**config.mk**
```make
export PLATFORM = sky130hd
export DESIGN_NAME = fskte_top
export DESIGN_NICKNAME = d
export VERILOG_FILES = /design/src/verilog/fskte_pkg.sv /design/src/verilog/fskte_clkdiv.sv /design/src/verilog/fskte_top.sv /design/src/verilog/fskte_tri_enc.sv
export SDC_FILE = /design/constraint.sdc
export NUM_CORES = 1
export LEC_CHECK = 0
export BUFFER_PORTS_ARGS = -buffer_cell sky130_fd_sc_hd__buf_2
export CORE_MARGIN = 2
export CORE_UTILIZATION = 55
export CTS_BUF_LIST = sky130_fd_sc_hd__clkbuf_8
export CTS_CLUSTER_SIZE = 12
export DETAILED_ROUTE_END_ITERATION = 16
export HOLD_SLACK_MARGIN = 0.03
export PLACE_DENSITY = 0.78
export SLEW_MARGIN = 30
export SYNTH_ARGS = -nofsm -noshare
export SYNTH_HDL_FRONTEND = slang
export SYNTH_SLANG_ARGS = --single-unit
export TNS_END_PERCENT = 5
```
**constraint.sdc**
```tcl
create_clock -name mclk_in -period 4.25 [get_ports mclk_in]
set_input_delay 0.6375 -clock mclk_in [delete_from_list [all_inputs] [get_ports mclk_in]]
set_output_delay 0.6375 -clock mclk_in [all_outputs]
set_load 0.01 [all_outputs]
```
**src/verilog/fskte_pkg.sv**
```systemverilog
// fskte_pkg: shared constants and types for the fsk transmit encoder
// assumes a 32-bit register port with byte offsets on an 8-bit address
package fskte_pkg;

  // register byte offsets
  localparam logic [7:0] FSKTE_OFS_WORD0  = 8'h00;
  localparam logic [7:0] FSKTE_OFS_WORD1  = 8'h04;
  localparam logic [7:0] FSKTE_OFS_WORD2  = 8'h08;
  localparam logic [7:0] FSKTE_OFS_WORD3  = 8'h0c;
  localparam logic [7:0] FSKTE_OFS_STATUS = 8'h10;

  // values after reset
  localparam logic [31:0] FSKTE_RST_WORD0 = 32'h0000_0000;
  localparam logic [31:0] FSKTE_RST_WORD1 = 32'h0000_0000;
  localparam logic [31:0] FSKTE_RST_WORD2 = 32'h0000_0000;
  localparam logic [31:0] FSKTE_RST_WORD3 = 32'h0000_0000;

  // field positions
  localparam int FSKTE_W0_TXRX_BIT  = 27;
  localparam int FSKTE_W1_HALVE_BIT = 18;
  localparam int FSKTE_W2_MOD_LSB   = 4;
  localparam int FSKTE_W2_DEV_LSB   = 19;
  localparam int FSKTE_W2_INV_LSB   = 28;
  localparam int FSKTE_W2_ALPHA_BIT = 30;
  localparam int FSKTE_W3_DEMOD_LSB = 6;
  localparam int FSKTE_W3_CDR_LSB   = 10;

  // field widths
  localparam int FSKTE_DEMOD_W = 4;
  localparam int FSKTE_CDR_W   = 8;
  localparam int FSKTE_DEV_W   = 9;

  // oversampling ratio of the data clock and its half
  localparam int unsigned FSKTE_OVERSAMPLE = 32;
  localparam logic [4:0]  FSKTE_HALF_PHASE = 5'h0f;
  localparam logic [4:0]  FSKTE_LAST_PHASE = 5'h1f;

  // latency in bit or symbol periods
  localparam logic [2:0] FSKTE_LAT_PLAIN   = 3'h1;
  localparam logic [2:0] FSKTE_LAT_SHAPED  = 3'h4;
  localparam logic [2:0] FSKTE_LAT_RC_NARR = 3'h5;
  localparam int         FSKTE_PIPE_DEPTH  = 5;

  // modulation select codes
  typedef enum logic [2:0] {
    FSKTE_M_BIN    = 3'h0,
    FSKTE_M_GAUSS  = 3'h1,
    FSKTE_M_TRI    = 3'h2,
    FSKTE_M_QUAD   = 3'h3,
    FSKTE_M_OVS    = 3'h4,
    FSKTE_M_RC_BIN = 3'h5,
    FSKTE_M_RC_TRI = 3'h6,
    FSKTE_M_RC_QUAD= 3'h7
  } fskte_mod_t;

  // prefilter selection shown to the shaping stage
  typedef enum logic [1:0] {
    FSKTE_F_NONE    = 2'h0,
    FSKTE_F_GAUSS   = 2'h1,
    FSKTE_F_RC_NARR = 2'h2,
    FSKTE_F_RC_WIDE = 2'h3
  } fskte_filt_t;

endpackage

```
**src/verilog/fskte_clkdiv.sv**
```systemverilog
// fskte_clkdiv: data clock and 32x oversample enables from the master clock
// assumes dividers are static while running; zero divider counts as one
`timescale 1ns/1ps
module fskte_clkdiv
  import fskte_pkg::*;
(
  input  wire logic                     mclk_in,
  input  wire logic                     rst_n_in,
  input  wire logic                     run_in,
  input  wire logic [FSKTE_DEMOD_W-1:0] demod_div_in,
  input  wire logic [FSKTE_CDR_W-1:0]   cdr_div_in,
  output logic                          os_tick_out,
  output logic                          rise_out,
  output logic                          fall_out,
  output logic                          clk_level_out
);
  logic [11:0] pre_cnt;
  logic [4:0]  phase;
  wire  [3:0]  demod_eff = (demod_div_in == 4'h0) ? 4'h1 : demod_div_in;
  wire  [7:0]  cdr_eff   = (cdr_div_in == 8'h00) ? 8'h01 : cdr_div_in;
  wire  [11:0] pre_last  = 12'(demod_eff * cdr_eff) - 12'h001;
  wire         pre_wrap  = run_in && (pre_cnt == pre_last);

  // prescaler by demod*cdr, then 32 phases per data clock period
  always_ff @(posedge mclk_in) begin
    if (!rst_n_in || !run_in) begin
      pre_cnt <= 12'h000;
      phase   <= 5'h00;
    end else if (pre_wrap) begin
      pre_cnt <= 12'h000;
      phase   <= phase + 5'h01;
    end else begin
      pre_cnt <= pre_cnt + 12'h001;
    end
  end

  assign os_tick_out   = pre_wrap;
  assign rise_out      = pre_wrap && (phase == FSKTE_HALF_PHASE);
  assign fall_out      = pre_wrap && (phase == FSKTE_LAST_PHASE);
  assign clk_level_out = phase[4];
endmodule

```
**src/verilog/fskte_top.sv**
```systemverilog
// fskte_top: transmit modulation encoder with register port and data pins
// assumes the transfer data pin is asynchronous; register port is synchronous
// Operation
// - data clock is crystal over demod divider times recovery divider times 32
// - demod divider at word3 bits 6-9, recovery divider at bits 10-17
// - deviation is comparison frequency times steps over 65536, halved if selected
// - nine-bit deviation steps at word2 bits 19-27, 1 to 511, all modes
// - four-level symbols sit at plus/minus one and three deviations
// - code 000 selects binary, transmit bit toggles about center
// - three-level zero is center, nonzero is center plus or minus deviation
// - precode bit xor precode two back, output precode minus precode two back
// - three-level encoder makes exactly one symbol per input bit
// - code 010 is plain three-level, 110 is raised-cosine three-level
// - four-level pairs bits, gray maps, half bit rate, code 011
// - data clock starts when word3 written; host gives msb on first pulse
// - code 100 drives no clock, samples data pin at 32 times rate
// - gaussian prefilter, bt 0.5, only binary, code 001
// - raised-cosine roll-off 0.5, becomes 0.7 when word2 bit 30 set
// - raised-cosine codes 101 binary, 110 three-level, 111 four-level
// - latency one plain, four gaussian or wide roll-off, five narrow roll-off
// - sample on rising edge; inverting via word2 bits 28-29 adds half period
// - transmit is selected when word0 bit 27 is zero
//
// The placing of the registers and the address-and-strobe port are this design's own decisions.
`timescale 1ns/1ps
module fskte_top
  import fskte_pkg::*;
(
  input  wire logic               mclk_in,
  input  wire logic               rst_n_in,
  input  wire logic [7:0]         addr_in,
  input  wire logic [31:0]        wdata_in,
  input  wire logic               wr_in,
  input  wire logic               rd_in,
  output logic      [31:0]        rdata_out,
  input  wire logic               transfer_data_pin_in,
  output logic                    transfer_clock_pin_out,
  output logic signed [2:0]       level_out,
  output logic signed [12:0]      dev_offset_out,
  output logic      [1:0]         filter_out,
  output logic                    symbol_tick_out,
  output logic                    tx_active_out
);
  // configuration words and clock start flag
  logic [31:0] word0;
  logic [31:0] word1;
  logic [31:0] word2;
  logic [31:0] word3;
  logic        clk_run;

  // register decode
  wire sel_w0  = (addr_in == FSKTE_OFS_WORD0);
  wire sel_w1  = (addr_in == FSKTE_OFS_WORD1);
  wire sel_w2  = (addr_in == FSKTE_OFS_WORD2);
  wire sel_w3  = (addr_in == FSKTE_OFS_WORD3);
  wire sel_st  = (addr_in == FSKTE_OFS_STATUS);
  wire wr_w3   = wr_in && sel_w3;

  // configuration writes; word3 write starts the data clock
  always_ff @(posedge mclk_in) begin
    if (!rst_n_in) begin
      word0   <= FSKTE_RST_WORD0;
      word1   <= FSKTE_RST_WORD1;
      word2   <= FSKTE_RST_WORD2;
      word3   <= FSKTE_RST_WORD3;
      clk_run <= 1'b0;
    end else if (wr_in) begin
      if (sel_w0) word0 <= wdata_in;
      if (sel_w1) word1 <= wdata_in;
      if (sel_w2) word2 <= wdata_in;
      if (sel_w3) word3 <= wdata_in;
      if (sel_w3) clk_run <= 1'b1;
    end
  end

  // field extraction
  wire fskte_mod_t           mode      = fskte_mod_t'(word2[FSKTE_W2_MOD_LSB +: 3]);
  wire [FSKTE_DEV_W-1:0]     dev_raw   = word2[FSKTE_W2_DEV_LSB +: FSKTE_DEV_W];
  wire [FSKTE_DEV_W-1:0]     dev_steps = (dev_raw == 9'h000) ? 9'h001 : dev_raw;
  wire [1:0]                 inv_sel   = word2[FSKTE_W2_INV_LSB +: 2];
  wire                       alpha_wide = word2[FSKTE_W2_ALPHA_BIT];
  wire                       halve     = word1[FSKTE_W1_HALVE_BIT];
  wire [FSKTE_DEMOD_W-1:0]   demod_div = word3[FSKTE_W3_DEMOD_LSB +: FSKTE_DEMOD_W];
  wire [FSKTE_CDR_W-1:0]     cdr_div   = word3[FSKTE_W3_CDR_LSB +: FSKTE_CDR_W];
  wire                       tx_sel    = !word0[FSKTE_W0_TXRX_BIT];
  wire                       tx_active = tx_sel && clk_run;

  // mode class decode
  wire m_ovs  = (mode == FSKTE_M_OVS);
  wire m_tri  = (mode == FSKTE_M_TRI) || (mode == FSKTE_M_RC_TRI);
  wire m_quad = (mode == FSKTE_M_QUAD) || (mode == FSKTE_M_RC_QUAD);
  wire m_rc   = (mode == FSKTE_M_RC_BIN) || (mode == FSKTE_M_RC_TRI)
             || (mode == FSKTE_M_RC_QUAD);
  wire m_gau  = (mode == FSKTE_M_GAUSS);

  // prefilter choice and its latency
  wire fskte_filt_t filt = m_gau ? FSKTE_F_GAUSS
                         : !m_rc ? FSKTE_F_NONE
                         : alpha_wide ? FSKTE_F_RC_WIDE : FSKTE_F_RC_NARR;
  wire [2:0] lat = (filt == FSKTE_F_NONE)    ? FSKTE_LAT_PLAIN
                 : (filt == FSKTE_F_RC_NARR) ? FSKTE_LAT_RC_NARR
                 : FSKTE_LAT_SHAPED;

  // data clock divider
  logic os_tick;
  logic clk_rise;
  logic clk_fall;
  logic clk_level;
  fskte_clkdiv u_div (
    .mclk_in       (mclk_in),
    .rst_n_in      (rst_n_in),
    .run_in        (clk_run),
    .demod_div_in  (demod_div),
    .cdr_div_in    (cdr_div),
    .os_tick_out   (os_tick),
    .rise_out      (clk_rise),
    .fall_out      (clk_fall),
    .clk_level_out (clk_level)
  );

  // clock pin is silent in oversampled mode and before word3
  always_ff @(posedge mclk_in) begin
    if (!rst_n_in) begin
      transfer_clock_pin_out <= 1'b0;
    end else begin
      transfer_clock_pin_out <= clk_level && !m_ovs && clk_run;
    end
  end

  // two-stage synchroniser on the data pin
  logic din_meta;
  logic din_sync;
  always_ff @(posedge mclk_in) begin
    if (!rst_n_in) begin
      din_meta <= 1'b0;
      din_sync <= 1'b0;
    end else begin
      din_meta <= transfer_data_pin_in;
      din_sync <= din_meta;
    end
  end

  // sampling and update moments; inverted clock samples half a period late
  wire edge_smp = (inv_sel != 2'b00) ? clk_fall : clk_rise;
  wire smp_tick = tx_active && (m_ovs ? os_tick : edge_smp);
  wire upd_tick = tx_active && (m_ovs ? os_tick : clk_rise);

  // three-level encoder
  logic signed [2:0] tri_level;
  logic              tri_valid;
  fskte_tri_enc u_tri (
    .mclk_in      (mclk_in),
    .rst_n_in     (rst_n_in),
    .clear_in     (!m_tri || !tx_active),
    .bit_valid_in (smp_tick && m_tri),
    .bit_in       (din_sync),
    .level_out    (tri_level),
    .valid_out    (tri_valid)
  );

  // four-level pairing: first bit is the msb
  logic pair_half;
  logic pair_msb;
  wire  pair_done = smp_tick && m_quad && pair_half;
  wire  signed [2:0] quad_level = ({pair_msb, din_sync} == 2'b00) ? -3'sd3
                                : ({pair_msb, din_sync} == 2'b01) ? -3'sd1
                                : ({pair_msb, din_sync} == 2'b11) ?  3'sd1
                                :  3'sd3;
  wire  signed [2:0] bin_level  = din_sync ? 3'sd1 : -3'sd1;

  always_ff @(posedge mclk_in) begin
    if (!rst_n_in || !m_quad || !tx_active) begin
      pair_half <= 1'b0;
      pair_msb  <= 1'b0;
    end else if (smp_tick) begin
      pair_half <= !pair_half;
      pair_msb  <= din_sync;
    end
  end

  // pending symbol waits for the next update moment
  logic signed [2:0] pend_level;
  logic              pend_new;
  wire  bin_new   = smp_tick && !m_tri && !m_quad;
  wire  take_new  = bin_new || pair_done || (tri_valid && m_tri);
  wire  signed [2:0] next_pend = pair_done ? quad_level
                               : bin_new   ? bin_level
                               : tri_level;
  wire  shift_tick = upd_tick && pend_new;

  always_ff @(posedge mclk_in) begin
    if (!rst_n_in || !tx_active) begin
      pend_level <= 3'sh0;
      pend_new   <= 1'b0;
    end else if (take_new) begin
      pend_level <= next_pend;
      pend_new   <= 1'b1;
    end else if (shift_tick) begin
      pend_new   <= 1'b0;
    end
  end

  // latency line of symbols, one stage per symbol period
  logic signed [2:0] pipe [FSKTE_PIPE_DEPTH];
  genvar gi;
  generate
    for (gi = 0; gi < FSKTE_PIPE_DEPTH; gi++) begin : g_pipe
      always_ff @(posedge mclk_in) begin
        if (!rst_n_in || !tx_active) begin
          pipe[gi] <= 3'sh0;
        end else if (shift_tick) begin
          pipe[gi] <= (gi == 0) ? pend_level : pipe[(gi == 0) ? 0 : gi - 1];
        end
      end
    end
  endgenerate

  // deviation offset in units of comparison frequency over 2^17
  wire signed [2:0]  out_level = pipe[lat - 3'h1];
  wire signed [12:0] lev_ext   = 13'(out_level);
  wire signed [12:0] dev_ext   = signed'({4'h0, dev_steps});
  wire signed [12:0] prod      = 13'(lev_ext * dev_ext);
  wire signed [12:0] next_dev  = halve ? prod : 13'(prod <<< 1);

  // registered data outputs
  always_ff @(posedge mclk_in) begin
    if (!rst_n_in) begin
      level_out       <= 3'sh0;
      dev_offset_out  <= 13'sh0;
      filter_out      <= FSKTE_F_NONE;
      symbol_tick_out <= 1'b0;
      tx_active_out   <= 1'b0;
    end else begin
      level_out       <= tx_active ? out_level : 3'sh0;
      dev_offset_out  <= tx_active ? next_dev : 13'sh0;
      filter_out      <= filt;
      symbol_tick_out <= shift_tick;
      tx_active_out   <= tx_active;
    end
  end

  // read data one cycle after the strobe, zero otherwise
  wire [31:0] status = {16'h0000, 5'h00, lat, filt, out_level, pair_half,
                        clk_run, tx_active};
  wire [31:0] next_rdata = !rd_in ? 32'h0000_0000
                         : sel_w0 ? word0
                         : sel_w1 ? word1
                         : sel_w2 ? word2
                         : sel_w3 ? word3
                         : sel_st ? status
                         : 32'h0000_0000;
  always_ff @(posedge mclk_in) begin
    if (!rst_n_in) begin
      rdata_out <= 32'h0000_0000;
    end else begin
      rdata_out <= next_rdata;
    end
  end

  // assertion helpers: cycles since last rising data clock moment
  logic [17:0] per_cnt;
  logic        per_ok;
  always_ff @(posedge mclk_in) begin
    if (!rst_n_in || wr_w3) begin
      per_cnt <= 18'h0;
      per_ok  <= 1'b0;
    end else if (clk_rise) begin
      per_cnt <= 18'h1;
      per_ok  <= 1'b1;
    end else begin
      per_cnt <= per_cnt + 18'h1;
    end
  end
  wire [17:0] per_exp = 18'(((demod_div == 4'h0) ? 18'h1 : 18'(demod_div))
                      * ((cdr_div == 8'h00) ? 18'h1 : 18'(cdr_div))
                      * 18'(FSKTE_OVERSAMPLE));
endmodule

```
**src/verilog/fskte_tri_enc.sv**
```systemverilog
// fskte_tri_enc: three-level precoder and 1-D^2 encoder, one symbol per bit
// assumes bit_valid_in pulses once per sampled bit
`timescale 1ns/1ps
module fskte_tri_enc
  import fskte_pkg::*;
(
  input  wire logic              mclk_in,
  input  wire logic              rst_n_in,
  input  wire logic              clear_in,
  input  wire logic              bit_valid_in,
  input  wire logic              bit_in,
  output logic signed [2:0]      level_out,
  output logic                   valid_out
);
  logic       pre_d1;
  logic       pre_d2;
  wire        pre_now = bit_in ^ pre_d2;
  wire  [2:0] diff    = 3'({2'b00, pre_now}) - 3'({2'b00, pre_d2});

  // precoder history and registered encoder output
  always_ff @(posedge mclk_in) begin
    if (!rst_n_in || clear_in) begin
      pre_d1    <= 1'b0;
      pre_d2    <= 1'b0;
      level_out <= 3'sh0;
      valid_out <= 1'b0;
    end else begin
      valid_out <= bit_valid_in;
      if (bit_valid_in) begin
        pre_d1    <= pre_now;
        pre_d2    <= pre_d1;
        level_out <= signed'(diff);
      end
    end
  end
endmodule
```
* Word level (Yosys, flattened, before mapping) *
Memories as Yosys holds them, arrays and structs flattened.
Cells that the tools add are included.

operators by class
  $mul = 2
  reduce and logical (&&, ||, !) cells = 51
  add/sub/neg operators = 5
  bitwise operators = 6
  multiplexer cells = 35
  eq/ne operators = 17

operators with widths
  cell                     number
  $mux W32                 4
  $mux W3                  11
  $eq A8 B4 Y1 const B     2
  $logic_not A8 Y1         2
  $logic_and A1 B1 Y1      15
  $mul A3 B10 Y13          1
  $mux W13                 1
  $add A12 B1 Y12 const B  1
  $eq A12 B12 Y1           1
  $eq A3 B3 Y1 const B     4
  $logic_or A1 B1 Y1       12
  $mul A4 B8 Y12           1
  $mux W1                  12
  $reduce_and A2 Y1        6
  $sub A12 B1 Y12 const B  1
  $mux W11                 1
  $logic_not A9 Y1         1
  $mux W9                  1
  $eq A8 B3 Y1 const B     1
  $eq A8 B5 Y1 const B     1
  $logic_not A1 Y1         8
  $mux W8                  1
  $eq A3 B2 Y1 const B     2
  $mux W2                  3
  16 further kinds         23

storage, ports and cells
  register bits after elaboration = 213
  bits in writable memories = 15
  output and inout port bits = 53
  logic and storage cells = 142
  memories = 1

memory list
  memory  words  bits a word  rd ports  clocked after memory_dff  wr ports  line              text
  pipe    5      3            5         0                         5         fskte_top.sv:204  logic signed [2:0] pipe [FSKTE_PIPE_DEPTH];

* Logic depth before layout (Yosys ltp) *
  depth in word-level cells = 15
  mapped depth = 20

* Modules after synthesis *
Synthesis repeated with hierarchy kept, for this count alone.

unflattened totals
  cell total of the unflattened synthesis = 1309
  area, all modules = 11443.5 um2

by module, submodules not included
  module         area each (um2)  instances  cells an instance  sequential area each (um2)
  fskte_top      9041.2           1          1031               4254.1
  fskte_clkdiv   2194.6           1          258                340.3
  fskte_tri_enc  207.7            1          20                 100.1

* Worst setup path after synthesis *
OpenSTA, ideal clock, no wires.

  path kind = reg2reg
  start point = reg word3[14]
  end point = mem pipe[0][0], enable pin
  setup time = 0.366 ns
  stages on the path, launching flop included = 18
  arrival time = 4.305 ns
  setup slack = -0.421 ns
  cell sequence = dfxtp_1 -> nor4_2 -> a21o_1 -> nand2_1 -> ha_1 -> fa_1 -> fa_1 -> inv_1 -> ha_1 -> nand3_1 -> nor2_1 -> or3_1 -> a22o_1 -> nor4_4 -> and3_1 -> buf_4 -> nand3_1 -> nand2_1

RTL lines
  what                      line              text
  start: declaration        fskte_top.sv:48   logic [31:0] word3;
  start signal: assignment  fskte_top.sv:71   if (sel_w3) word3 <= wdata_in;
  end: declaration          fskte_top.sv:204

* Worst setup path in the final report *
  start point = reg word3[14]
  end point = reg pend_level[2]

on the way
  cells in the longest elaborated chain, start to end = 14
  elaborated cells between the ends (all ways) = 19

RTL lines
  what                                                  line                                    text
  $logic_not A8 Y1                                      fskte_clkdiv.sv:20                      wire [7:0] cdr_eff = (cdr_div_in == 8'h00) ? 8'h01 : cdr_div_in;
  $mux W8 *                                             fskte_clkdiv.sv:20
  $mul A4 B8 Y12 *                                      fskte_clkdiv.sv:21                      wire [11:0] pre_last = 12'(demod_eff * cdr_eff) - 12'h001;
  $sub A12 B1 Y12 *                                     fskte_clkdiv.sv:21
  $eq A12 B12 Y1 *                                      fskte_clkdiv.sv:22                      wire pre_wrap = run_in && (pre_cnt == pre_last);
  $logic_and A1 B1 Y1 *                                 fskte_clkdiv.sv:22
  $logic_and A1 B1 Y1 (on tied branches)                fskte_clkdiv.sv:38, fskte_clkdiv.sv:39
  $mux W1                                               fskte_top.sv:144                        wire edge_smp = (inv_sel != 2'b00) ? clk_fall : clk_rise;
  $mux W1 *                                             fskte_top.sv:145                        wire smp_tick = tx_active && (m_ovs ? os_tick : edge_smp);
  $logic_and A1 B1 Y1 *                                 fskte_top.sv:145
  $logic_and A1 B1 Y1 (on tied branches) (2 in series)  fskte_top.sv:184, fskte_top.sv:164
  $mux W3 / $logic_or A1 B1 Y1 (equally long branches)  fskte_top.sv:187, fskte_top.sv:185
  $mux W3 / $logic_or A1 B1 Y1 (equally long branches)  fskte_top.sv:186, fskte_top.sv:185
  end signal: assignment                                fskte_top.sv:196                        pend_level <= next_pend;
  end: declaration                                      fskte_top.sv:182                        logic signed [2:0] pend_level;

Every way passes the cells marked *; elsewhere a longest branch is shown, timed or not.
A chain may end at the register's enable or synchronous reset.

==> impl_metrics.ini <==
[clock_network]
cts_tree = built
cts-buffers-inserted = 37
cts_root_buf = clkbuf_8
hold_buffers = 0
clk_pin_slew_ns = 0.06
clk_path_buf_depth = 3
clock-sinks = 227
cts-htree-levels = 2
insertion_delay_ns = 0.55

[detailed_routing]
drt-total-wl_um = 27700
vias = 9529
dr.pass1.iters = 7
drc = 0
ant_nets = 0
drt_iter0_drc = 898
vias_per_cell = 5.60
post_drt_wl_per_cell_um = 16.3

[synthesis]
synth_largest_area_cell = dfxtp_1
synth_most_common_cell = nand2_1
yosysSeqAreaShare = 0.442
ys_warn_count = 0
synthTopCellsByArea = dfxtp_1 40%, nand2_1 12%, a21oi_1 8.2%, ha_1 5.9%, edfxtp_1 4.2%
ys_ff_latch = 227
syn-cell-area_um2 = 10600
ys_top_cells_by_count = 352 x nand2_1, 212 x dfxtp_1, 175 x a21oi_1, 77 x nor2_1, 64 x clkbuf_1
synth_xor_xnor_area_share = 0.0346
synth_simple_gate_area_frac = 0.212
yosys.area_share.adder = 0.100
synth_top_area_share = 0.399
synthArstFlopShare = 0
avgSynthCellArea_um2 = 8.36
synth_compound_area_frac = 0.146
synth_top_family_by_area = simple AND/OR/NAND/NOR gates
syn_nets = 1388
synth_edf_count = 15
synthCells = 1271
synthMuxAreaShare = 0.0232
synth_cell_types = 52
synthFlopType = dfxtp_1

[worst_setup_path]
cp.arrival_ns = 4.82
required_ns = 4.67
r2r_start = word3[14]$_SDFFE_PN0P_
cp_max_fo = 3
start_kind = register
r2r_setup_slack_ns = -0.15
r2r_end = pend_level[2]$_SDFFE_PN0P_
rr_worst_depth = 18
critical_path_class = reg2reg
endpoint_kind = register

[timing]
finalHoldViolations = 0
layout_worst_path_cycle_share = 1.04
finalMaxSlewViolations = 0
tns_ns = -4.07
rsz0062_at_grt = yes
fin_skew_ns = 0.0243
setup_violations = 41
slew_headroom = 0.432
setup_ws_ns = -0.151
maxClockFrequency_mhz = 227
post-route-min-period_ns = 4.40
tightest_slew_ns = 0.850

[place]
hpwl_um = 18400
portBuffers = 97
gp_congestion = 0.873
place_ws_ns = -0.171

[worst_hold_path]
min_from = transfer_data_pin_in
hp-class = in2reg
whs_path_depth = 2
hold_end = din_meta$_SDFF_PN0_

[floorplan]
dieArea_um2 = 20500
io_pins = 98
std_cell_rows = 50
fp.coreArea_um2 = 18800
die_y_um = 143
start_util = 0.565
fp.dieW_um = 143

[global_route]
grt_pass1_vias = 9237
antenna_found_initial = 3
grt_first_pass_wirelength_um = 45000
grt_start_max_net_pins = 82
overflow = 0
grt_usage = 0.273

[final_layout]
drive_gt1_frac = 0.196
layout.nets = 1533
final_util = 0.675
syn_to_final_growth_pct = 19.6

[pwr]
powerDensity_nw_per_um2 = 321
combPwrFrac = 0.027
clkPwrFrac = 0.445
switching_share = 0.228
switching_power_mw = 0.929
seqPwrFrac = 0.528
vdd_drop_max_v = 0.000214
p_leak_nw = 5.18
power.internal_mw = 3.15

[run]
drv_cap = 0

[outcome]
violations = setup timing
status = complete, but fails checks
-- area by class of cell --
class / count / area, um2
well taps: 260 / 325
flip-flops and latches: 227 / 4700
inverters: 45 / 171
repair buffers: 176 / 1090
clock buffers: 45 / 619
diodes: 2 / 5.00
fillers: 1515 / 6120
multi-input cells: 929 / 5700
clock inverters: 18 / 95.1
-- metrics by stage --
step | area [um2] | hold WS [ns] | cells | power, mW
final | 12700 | 0.322 | 1702 | 4.08
after global routing | 12700 | 0.312 | 1701 | 4.21
after CTS | 12600 | 0.306 | 1698 | 4.10
after detailed placement | 11700 | 0.427 | 1618 | 2.30
after global placement | 11700 | 0.431 | 1618 | 2.30
after floorplan | 10700 | 0.412 | 1271 | 2.25
-- how the worst max path moves through the flow --
stage	startpoint	to	slack, ns	depth (start not counted)
floorplan	word3[17]$_SDFFE_PN0P_	pipe[0][0]$_SDFFCE_PN0P_	-0.004	18
global placement	word3[17]$_SDFFE_PN0P_	pipe[1][0]$_SDFFCE_PN0P_	-0.09	16
detailed placement	word3[17]$_SDFFE_PN0P_	pipe[1][1]$_SDFFCE_PN0P_	-0.17	16
CTS	word3[14]$_SDFFE_PN0P_	pend_level[2]$_SDFFE_PN0P_	-0.06	17
global route	word3[14]$_SDFFE_PN0P_	u_div.phase[4]$_SDFFE_PP0N_	-0.33	18
finish	word3[14]$_SDFFE_PN0P_	pend_level[2]$_SDFFE_PN0P_	-0.15	18
-- metal layers --
layer,up-vias,GRT usage,wire length [um]
li1,4565,-,-
met1,4521,0.355,11600
met2,396,0.461,13300
met3,43,0.0486,2290
met4,4,0.0902,482
met5,-,0,27
-- what timing repair did --
item / CTS / global route
pin swaps: 13 / 13
buffers inserted: 16 / 2
gates resized for setup: 19 / 19
gates cloned: 1 / 0
setup endpoints to repair: 56 / 62
-- critical path: stages (launching register included) --
cell	delay [ns]
dfxtp_2	0.34
nor4_4	0.31
a21o_1	0.21
nand2_2	0.08
ha_4	0.27
fa_1	0.43
fa_1	0.53
inv_2	0.05
ha_4	0.28
buf_4	0.12
o21ai_1	0.06
o21ai_1	0.16
nand2_1	0.13
xnor2_2	0.17
nor4_4	0.32
nand4_1	0.22
buf_4	0.21
mux2i_1	0.12
o221a_2	0.27
-- logic make-up (layout without fill, tap and decap cells) --
logic type | Yosys count | after routing
AND/OR/NAND/NOR | 531 | 532
other | 0 | 2
AO/OA/AOI/OAI | 259 | 259
flip-flops | 227 | 227
adder cells (fa/ha/maj) | 72 | 72
XOR/XNOR | 42 | 42
buffers and inverters | 116 | 284
multiplexers | 24 | 24
-- power by group through the flow --
| stage | clock, mW | combinational [mW] | sequential [mW] |
|---|---|---|---|
| floorplan | 0 | 0.0479 | 2.20 |
| global placement | 0 | 0.103 | 2.20 |
| detailed placement | 0 | 0.104 | 2.20 |
| CTS | 1.84 | 0.106 | 2.15 |
| global route | 1.94 | 0.120 | 2.15 |
| finish | 1.81 | 0.111 | 2.15 |
-- flip-flops by register name, summed over array words and instances, names as in the netlist, 2 cells and up --
signal	count
level_out	3
word2	32
pend_level	3
rdata_out	32
filter_out	2
word0	32
pipe	15
u_div.pre_cnt	12
dev_offset_out	13
word3	32
word1	32
u_tri.level_out	2
u_div.phase	5
-- cell usage in the layout (no fill, tap or decap), types with 10 or more instances in the layout --
| master | Yosys | layout |
|---|---|---|
| clkbuf_8 | 0 | 45 |
| a21oi_1 | 175 | 169 |
| xor2_1 | 21 | 21 |
| nor2b_1 | 10 | 10 |
| ha_1 | 50 | 45 |
| inv_1 | 44 | 55 |
| o21ai_0 | 18 | 16 |
| buf_2 | 2 | 97 |
| dfxtp_1 | 212 | 206 |
| xnor2_1 | 21 | 20 |
| fa_1 | 22 | 20 |
| a222oi_1 | 29 | 29 |
| edfxtp_1 | 15 | 15 |
| mux2i_1 | 19 | 18 |
| nand2b_1 | 12 | 11 |
| nor2_1 | 77 | 74 |
| nand2_1 | 352 | 349 |
| and2_1 | 28 | 29 |
| buf_4 | 1 | 77 |
Power figures use the tool's default switching activity.
